### config.mk
export PLATFORM = sky130hd
export DESIGN_NAME = dpsk_packet_detector
export DESIGN_NICKNAME = d
export VERILOG_FILES = /design/src/hw/dpsk_pkg.sv /design/src/hw/corr_if.sv /design/src/hw/dpsk_packet_detector.sv /design/src/hw/dpsk_correlator.sv
export SDC_FILE = /design/constraint.sdc
export NUM_CORES = 2
export LEC_CHECK = 0
export ABC_AREA = 1
export BUFFER_PORTS_ARGS = -buffer_cell sky130_fd_sc_hd__buf_4
export CAP_MARGIN = 20
export CELL_PAD_IN_SITES_DETAIL_PLACEMENT = 1
export CELL_PAD_IN_SITES_GLOBAL_PLACEMENT = 2
export CORE_ASPECT_RATIO = 2
export CORE_UTILIZATION = 46
export CTS_CLUSTER_DIAMETER = 80
export DETAILED_ROUTE_END_ITERATION = 6
export PLACE_DENSITY = 0.95
export SLEW_MARGIN = 20
export SYNTH_ARGS = -nofsm -noshare
export SYNTH_HDL_FRONTEND = slang
export SYNTH_SLANG_ARGS = --single-unit
export TNS_END_PERCENT = 20
### constraint.sdc
create_clock -name sys_clk_i -period 32.8 [get_ports sys_clk_i]
set_clock_uncertainty 0.15 [all_clocks]
set_input_delay 4.92 -clock sys_clk_i [delete_from_list [all_inputs] [get_ports sys_clk_i]]
set_output_delay 4.92 -clock sys_clk_i [all_outputs]
set_load 0.03 [all_outputs]
### src/hw/dpsk_pkg.sv
// constants, types and field layout for the differential phase packet detector
package dpsk_pkg;
   localparam int SAMPLE_RATE_HZ = 137000;
   localparam int BIT_SAMPLES = 25;
   localparam int CENTRE_OFFSET = 12;
   localparam int WORD_BITS = 11;
   localparam logic [10:0] SYNC_WORD = 11'h67B;
   localparam logic [10:0] END_WORD = 11'h733;
   localparam int DATA_MSB = 10;
   localparam int DATA_LSB = 3;
   localparam int PARITY_POS = 2;
   localparam logic [1:0] SUFFIX = 2'h1;
   localparam int END_WORDS = 2;
   localparam logic [7:0] THRESHOLD_RESET = 8'h00;
   typedef enum logic [2:0] {
      ST_SEARCH = 3'b000,
      ST_ALIGN = 3'b001,
      ST_HUNT = 3'b010,
      ST_DATA = 3'b011
   } rx_state_t;
endpackage : dpsk_pkg

### src/hw/corr_if.sv
// correlator result carrier between correlator and detector
`timescale 1ns/10ps
interface corr_if #(parameter int ACC_W = 37);
   logic valid;
   logic signed [ACC_W-1:0] value;
   modport src (output valid, output value);
   modport dst (input valid, input value);
endinterface : corr_if

### src/hw/dpsk_packet_detector.sv
// packet detection, bit timing, word sync and data word decode
`timescale 1ns/10ps
module dpsk_packet_detector #(
   parameter int SAMPLE_W = 16,
   parameter int HUNT_LIMIT = 64
) (
   input wire logic sys_clk_i,                       // system clock, 200 MHz
   input wire logic rst_i,                           // synchronous reset
   input wire logic signed [SAMPLE_W-1:0] sample_i,  // filtered adc sample
   input wire logic sample_valid_i,                  // sample strobe
   input wire logic [7:0] carrier_threshold_i,       // carrier count threshold
   output logic [7:0] byte_o,                        // received data byte
   output logic byte_valid_o,                        // byte strobe
   output logic packet_done_o,                       // packet closed strobe
   output logic error_o,                             // parity, suffix or data-word-after-end-word error strobe
   output logic receiving_o                          // packet in progress
);
   localparam int ACC_W = 2 * SAMPLE_W + 5;

   corr_if #(.ACC_W(ACC_W)) cbus ();

   dpsk_correlator #(.SAMPLE_W(SAMPLE_W), .ACC_W(ACC_W)) u_corr (
      .sys_clk_i(sys_clk_i),
      .rst_i(rst_i),
      .sample_i(sample_i),
      .sample_valid_i(sample_valid_i),
      .corr(cbus.src)
   );

   dpsk_pkg::rx_state_t state_reg;
   dpsk_pkg::rx_state_t state_next;
   logic [7:0] neg_cnt_reg;
   logic prev_neg_reg;
   logic [4:0] samp_cnt_reg;
   logic [4:0] target_reg;
   logic [10:0] hist_reg;
   logic [3:0] bit_cnt_reg;
   logic [6:0] hunt_cnt_reg;
   logic end_seen_reg;
   logic [7:0] byte_reg;
   logic byte_valid_reg;
   logic done_reg;
   logic error_reg;
   logic receiving_reg;

   // decode and selection
   wire logic corr_neg = cbus.value < 0;
   wire logic cv = cbus.valid;
   wire logic carrier_hit = neg_cnt_reg >= carrier_threshold_i;
   wire logic rise = cv && !corr_neg && prev_neg_reg;
   wire logic decide = cv && (state_reg == dpsk_pkg::ST_HUNT || state_reg == dpsk_pkg::ST_DATA)
                       && samp_cnt_reg == target_reg - 5'h01;
   wire logic [10:0] word = {hist_reg[9:0], corr_neg};
   wire logic sync_hit = word == dpsk_pkg::SYNC_WORD;
   wire logic end_hit = word == dpsk_pkg::END_WORD;
   wire logic [7:0] data_bits = word[dpsk_pkg::DATA_MSB:dpsk_pkg::DATA_LSB];
   wire logic parity_ok = word[dpsk_pkg::PARITY_POS] == ^data_bits;
   wire logic suffix_ok = word[1:0] == dpsk_pkg::SUFFIX;
   wire logic word_end = decide && state_reg == dpsk_pkg::ST_DATA
                         && bit_cnt_reg == 4'(dpsk_pkg::WORD_BITS - 1);
   wire logic word_good = word_end && !end_hit && !end_seen_reg && parity_ok && suffix_ok;
   wire logic word_bad = word_end && !end_hit && !(word_good);
   wire logic pkt_close = word_end && end_hit && end_seen_reg;
   wire logic hunt_out = decide && state_reg == dpsk_pkg::ST_HUNT && !sync_hit
                         && hunt_cnt_reg == 7'(HUNT_LIMIT - 1);

   // carrier search, then window alignment, then sync hunt, then words
   always_comb begin
      state_next = state_reg;
      case (state_reg)
         dpsk_pkg::ST_SEARCH: begin
            if (cv && corr_neg && carrier_hit) begin
               state_next = dpsk_pkg::ST_ALIGN;
            end
         end
         dpsk_pkg::ST_ALIGN: begin
            if (rise) begin
               state_next = dpsk_pkg::ST_HUNT;
            end
         end
         dpsk_pkg::ST_HUNT: begin
            if (decide && sync_hit) begin
               state_next = dpsk_pkg::ST_DATA;
            end else if (hunt_out) begin
               state_next = dpsk_pkg::ST_SEARCH;
            end
         end
         dpsk_pkg::ST_DATA: begin
            if (word_bad || pkt_close) begin
               state_next = dpsk_pkg::ST_SEARCH;
            end
         end
         default: begin
            state_next = dpsk_pkg::ST_SEARCH;
         end
      endcase
   end

   always_ff @(posedge sys_clk_i) begin
      if (rst_i) begin
         state_reg <= dpsk_pkg::ST_SEARCH;
         neg_cnt_reg <= 8'h00;
         prev_neg_reg <= 1'b0;
      end else begin
         state_reg <= state_next;
         if (cv) begin
            prev_neg_reg <= corr_neg;
         end
         if (state_reg != dpsk_pkg::ST_SEARCH) begin
            neg_cnt_reg <= 8'h00;
         end else if (cv && !corr_neg) begin
            neg_cnt_reg <= 8'h00;
         end else if (cv && neg_cnt_reg != 8'hFF) begin
            neg_cnt_reg <= neg_cnt_reg + 8'h01;
         end
      end
   end

   // bit window timing
   always_ff @(posedge sys_clk_i) begin
      if (rst_i) begin
         samp_cnt_reg <= 5'h00;
         target_reg <= 5'(dpsk_pkg::CENTRE_OFFSET);
      end else if (state_reg == dpsk_pkg::ST_ALIGN && rise) begin
         samp_cnt_reg <= 5'h00;
         target_reg <= 5'(dpsk_pkg::CENTRE_OFFSET);
      end else if (decide) begin
         samp_cnt_reg <= 5'h00;
         target_reg <= 5'(dpsk_pkg::BIT_SAMPLES);
      end else if (cv) begin
         samp_cnt_reg <= samp_cnt_reg + 5'h01;
      end
   end

   // bit history and word framing
   always_ff @(posedge sys_clk_i) begin
      if (rst_i) begin
         hist_reg <= 11'h000;
         bit_cnt_reg <= 4'h0;
         hunt_cnt_reg <= 7'h00;
         end_seen_reg <= 1'b0;
      end else begin
         if (state_reg == dpsk_pkg::ST_ALIGN) begin
            hist_reg <= 11'h000;
            hunt_cnt_reg <= 7'h00;
            end_seen_reg <= 1'b0;
         end else if (decide) begin
            hist_reg <= word;
            hunt_cnt_reg <= hunt_cnt_reg + 7'h01;
         end
         if (state_reg != dpsk_pkg::ST_DATA || word_end) begin
            bit_cnt_reg <= 4'h0;
         end else if (decide) begin
            bit_cnt_reg <= bit_cnt_reg + 4'h1;
         end
         if (word_end && end_hit) begin
            end_seen_reg <= 1'b1;
         end
      end
   end

   // outputs to the medium access logic
   always_ff @(posedge sys_clk_i) begin
      if (rst_i) begin
         byte_reg <= 8'h00;
         byte_valid_reg <= 1'b0;
         done_reg <= 1'b0;
         error_reg <= 1'b0;
         receiving_reg <= 1'b0;
      end else begin
         byte_valid_reg <= word_good;
         if (word_good) begin
            byte_reg <= data_bits;
         end
         done_reg <= pkt_close;
         error_reg <= word_bad;
         receiving_reg <= state_next != dpsk_pkg::ST_SEARCH;
      end
   end

   assign byte_o = byte_reg;
   assign byte_valid_o = byte_valid_reg;
   assign packet_done_o = done_reg;
   assign error_o = error_reg;
   assign receiving_o = receiving_reg;
endmodule : dpsk_packet_detector

### src/hw/dpsk_correlator.sv
// sliding correlation of each 25-sample bit field against the one before it
`timescale 1ns/10ps
module dpsk_correlator #(
   parameter int SAMPLE_W = 16,
   parameter int ACC_W = 37
) (
   input wire logic sys_clk_i,                    // system clock
   input wire logic rst_i,                        // synchronous reset
   input wire logic signed [SAMPLE_W-1:0] sample_i, // filtered sample
   input wire logic sample_valid_i,               // one strobe per sample
   corr_if.src corr                               // correlation result
);
   localparam int DEPTH = 2 * dpsk_pkg::BIT_SAMPLES;
   localparam int PW = 2 * SAMPLE_W;

   logic signed [SAMPLE_W-1:0] hist_reg [0:DEPTH-1];
   logic signed [ACC_W-1:0] acc_reg;
   logic valid_reg;
   wire logic signed [PW-1:0] prod_new;
   wire logic signed [PW-1:0] prod_old;
   wire logic signed [ACC_W-1:0] acc_next;

   // newest product enters, the one 25 samples older leaves the window
   assign prod_new = sample_i * hist_reg[dpsk_pkg::BIT_SAMPLES-1];
   assign prod_old = hist_reg[dpsk_pkg::BIT_SAMPLES-1] * hist_reg[DEPTH-1];
   assign acc_next = acc_reg + ACC_W'(prod_new) - ACC_W'(prod_old);

   genvar g;
   generate
      for (g = 0; g < DEPTH; g++) begin : g_tap
         always_ff @(posedge sys_clk_i) begin
            if (rst_i) begin
               hist_reg[g] <= '0;
            end else if (sample_valid_i) begin
               hist_reg[g] <= (g == 0) ? sample_i : hist_reg[(g == 0) ? 0 : g-1];
            end
         end
      end
   endgenerate

   always_ff @(posedge sys_clk_i) begin
      if (rst_i) begin
         acc_reg <= '0;
         valid_reg <= 1'b0;
      end else begin
         valid_reg <= sample_valid_i;
         if (sample_valid_i) begin
            acc_reg <= acc_next;
         end
      end
   end

   assign corr.valid = valid_reg;
   assign corr.value = acc_reg;
endmodule : dpsk_correlator

==> impl_metrics.env <==
export IMPL_port_buffers=38
export IMPL_io_pins=39
export IMPL_grt_max_degree=241
export IMPL_coreArea_um2=124000
export IMPL_syn_nets=6743
export IMPL_hold_depth=2
export IMPL_crit_reg2reg_launch="u_corr.hist_reg[1][143]"
export IMPL_synth_flop_cell="edfxtp_1"
export IMPL_crit_path_end_kind="register"
export IMPL_drc=0
export IMPL_grt_antenna_before_repair=2
export IMPL_cts_tree="built"
export IMPL_critPathTopFamily="adder cells"
export IMPL_fin_crit_ns=11.34
export IMPL_clock_sinks=891
export IMPL_slowest_stage="fa_1"
export IMPL_first_pass_iters=5
export IMPL_cpPeakStageDelay_ns=0.75
export IMPL_fin_cells=7541
export IMPL_status="completed"
export IMPL_place_hpwl_um=105000
export IMPL_finalHoldViolations=0
export IMPL_wl_um=145000
export IMPL_finalCritPeriodShare_pct=34.6
export IMPL_regArea_um2=25800
export IMPL_drt_iter0_markers=1773
export IMPL_fin_setup_tns_ns=0
export IMPL_hp_class="reg -> reg"
export IMPL_rows=183
export IMPL_clockBufferDepth=3
export IMPL_netlist_instances=5868
export IMPL_dieArea_um2=127000
export IMPL_whs_ns=0.306
export IMPL_grt_use_total_pct=23.8
export IMPL_crit_path_frequent_cell="fa_1"
export IMPL_netlist_area_um2=57700
export IMPL_dp_cells=7392
export IMPL_place_congestion=0.908
export IMPL_worstHoldStart="prev_neg_reg"
export IMPL_hold_end="prev_neg_reg"
export IMPL_cts_buffers=81
export IMPL_num_vias=36700
export IMPL_routedWlPerCell_um=19.2
export IMPL_r2r_cells=23
export IMPL_crit_fanout=17
export IMPL_crit_buf_inv=7
export IMPL_slew_limit_headroom_pct=21.3
export IMPL_fmax_mhz=88.2
export IMPL_area_growth_pct=7.78
export IMPL_dp_slack_ns=20.73
export IMPL_grt_pass1_vias=42800
export IMPL_async_flop_share_pct=0
export IMPL_critical_path_cell_chain="buf_4 > nand2_1 > fa_1 > inv_1 > fa_1 > inv_1 > fa_1 > inv_1 > fa_1 > fa_1 > fa_1 > fa_1 > inv_1 > fa_1 > inv_1 > ha_1 > a21oi_1 > o21ai_0 > a21oi_1 > inv_1 > a21oi_1 > nand3b_1 > nand3_1 > nand2_1"
export IMPL_routed_via_density=4.87
export IMPL_grt_ovfl_total=0
export IMPL_synth_seq_cells=891
export IMPL_start_kind="input pin"
export IMPL_cts_hold_buf=0
export IMPL_clockRootBuffer="clkbuf_16"
export IMPL_path_class="in -> reg"
export IMPL_drv_cap=0
export IMPL_worst_slack_ns=21.46
export IMPL_clock_latency_ns=0.70
export IMPL_ant_nets=0
export IMPL_synth_top_area_share_pct=41.6
export IMPL_nets=6685
export IMPL_crit_arrival_ns=11.77
export IMPL_cts_resized=0
export IMPL_die_h_um=503
export IMPL_grt_pass1_wl_um=229000
export IMPL_reg2reg_slack_ns=24.13
export IMPL_fillers=13800
export IMPL_yosys_warnings=0
export IMPL_cp_required_ns=33.23
export IMPL_multi_input_area_um2=23800
export IMPL_synth_area_leader_cell="edfxtp_1"
export IMPL_largest_register_ffs=800
export IMPL_drive_above_1_share_pct=3.90
export IMPL_synth_cell_type_count=46
export IMPL_ys_seq_area_share_pct=44.8
export IMPL_start_util_pct=46.4
export IMPL_chipWidth_um=252
export IMPL_setup_viol=0
export IMPL_rsz0062_at_grt="false"
export IMPL_syn_avg_cell_area_um2=9.84
export IMPL_netlist_top_cells_area="edfxtp_1 42%, fa_1 23%, inv_1 12%"
export IMPL_clkSlewWorstSetupHoldPaths_ns=0.07
export IMPL_r2r_end="u_corr.corr.value[30]"
export IMPL_worstMarginPinSlew_ns=1.18
export IMPL_synth_edf_count=800
export IMPL_drv_slew=0
export IMPL_htree_num_levels=3
export IMPL_cts_setup_buffers=0
## through the flow
step                utilization (%)  cell area [um2]
floorplan                         -            57700
global placement               47.9            59500
detailed placement             47.9            59500
CTS                            50.0            62200
global route                   50.0            62200
finish                         50.0            62200
## synth_stat cells (all sizes together) (2+ instances only)
| cell type | n |
|---|---|
| fa | 665 |
| nand4 | 13 |
| nor3b | 2 |
| clkbuf | 146 |
| o21a | 5 |
| a211oi | 9 |
| o21ai | 78 |
| dfxtp | 91 |
| nor3 | 22 |
| xor2 | 9 |
| nand2b | 3 |
| a22o | 4 |
| nor2 | 960 |
| inv | 1891 |
| buf | 80 |
| a21oi | 78 |
| nand2 | 745 |
| nand3b | 5 |
| or2 | 3 |
| o211ai | 3 |
| ha | 183 |
| nand3 | 52 |
| nor4 | 2 |
| edfxtp | 800 |
| xnor2 | 7 |
| o21bai | 3 |
| a21o | 3 |
## kinds of logic (layout without fill, tap and decap cells)
| family | Yosys count | in the layout | share of synthesized area, % |
|---|---|---|---|
| DFF | 891 | 891 | 44.8 |
| buffers and inverters | 2118 | 2125 | 13.9 |
| xor gates and xnor gates | 16 | 16 | 0.243 |
| other | 1 | 2 | 0.00650 |
| adders and majority gates | 848 | 848 | 27.0 |
| and+or+nand+nor | 1810 | 1810 | 12.3 |
| AOI/OAI and AO/OA | 184 | 184 | 1.73 |
## final cells by class
type	count	area share, %
inverter	1892	11.4
clock inverter	54	0.913
tap	1665	3.35
timing repair buffer	85	1.06
multi-input combinational	2859	38.3
clock buffer	94	3.37
sequential	891	41.5
antenna	1	0.00402
## placed cells by master, fill, tap and decap left out, types with 6 or more instances in the layout
master,instances
clkinv_2,13
xnor2_1,7
o21ai_0,65
edfxtp_1,800
clkbuf_1,12
a211oi_1,9
nand2_1,739
xor2_1,9
o21ai_1,13
fa_1,665
clkbuf_16,82
clkinv_1,20
inv_1,1885
nor2_1,952
buf_4,81
bufinv_16,6
ha_1,183
nor3_1,20
dfxtp_1,91
nand3_1,49
nand4_1,13
a21oi_1,78
## routing by layer
layer | global-route usage (%) | vias to the layer above | wire (um)
li1 | - | 16800 | -
met1 | 23.7 | 18800 | 48400
met2 | 46.6 | 720 | 83000
met3 | 2.54 | 419 | 4150
met4 | 14.0 | 2 | 9180
met5 | 0 | - | 13
## worst register-to-register path, cell delays in order (launching register included)
cell      delay [ns]
edfxtp_1        1.11
clkinv_1        1.04
nor2_1          0.46
fa_1            0.46
inv_1           0.09
fa_1            0.45
fa_1            0.56
fa_1            0.55
inv_1           0.05
fa_1            0.49
fa_1            0.43
fa_1            0.49
inv_1           0.05
fa_1            0.47
inv_1           0.04
ha_1            0.33
a21oi_1         0.32
a21boi_0        0.37
o21ai_0         0.17
nor2_1          0.13
nand2_1         0.10
nand2_1         0.07
nand2_1         0.04
o21ai_0         0.17
## worst max path at each step
| stage | to | slack (ns) | startpoint | cells past startpoint |
|---|---|---|---|---|
| after floorplan | u_corr.corr.value[15] | 11.10 | sample_valid_i | 3 |
| after global placement | u_corr.corr.value[32] | 20.87 | sample_i[15] | 23 |
| after detailed placement | u_corr.corr.value[33] | 20.73 | sample_i[15] | 24 |
| after CTS | u_corr.corr.value[33] | 21.45 | sample_i[15] | 24 |
| after global routing | u_corr.corr.value[33] | 21.14 | sample_i[15] | 25 |
| final | u_corr.corr.value[33] | 21.46 | sample_i[15] | 24 |
Power is left out: the tool's default activity adds up to more than one toggle a clock period on the data nets, which glitch-free logic cannot reach.
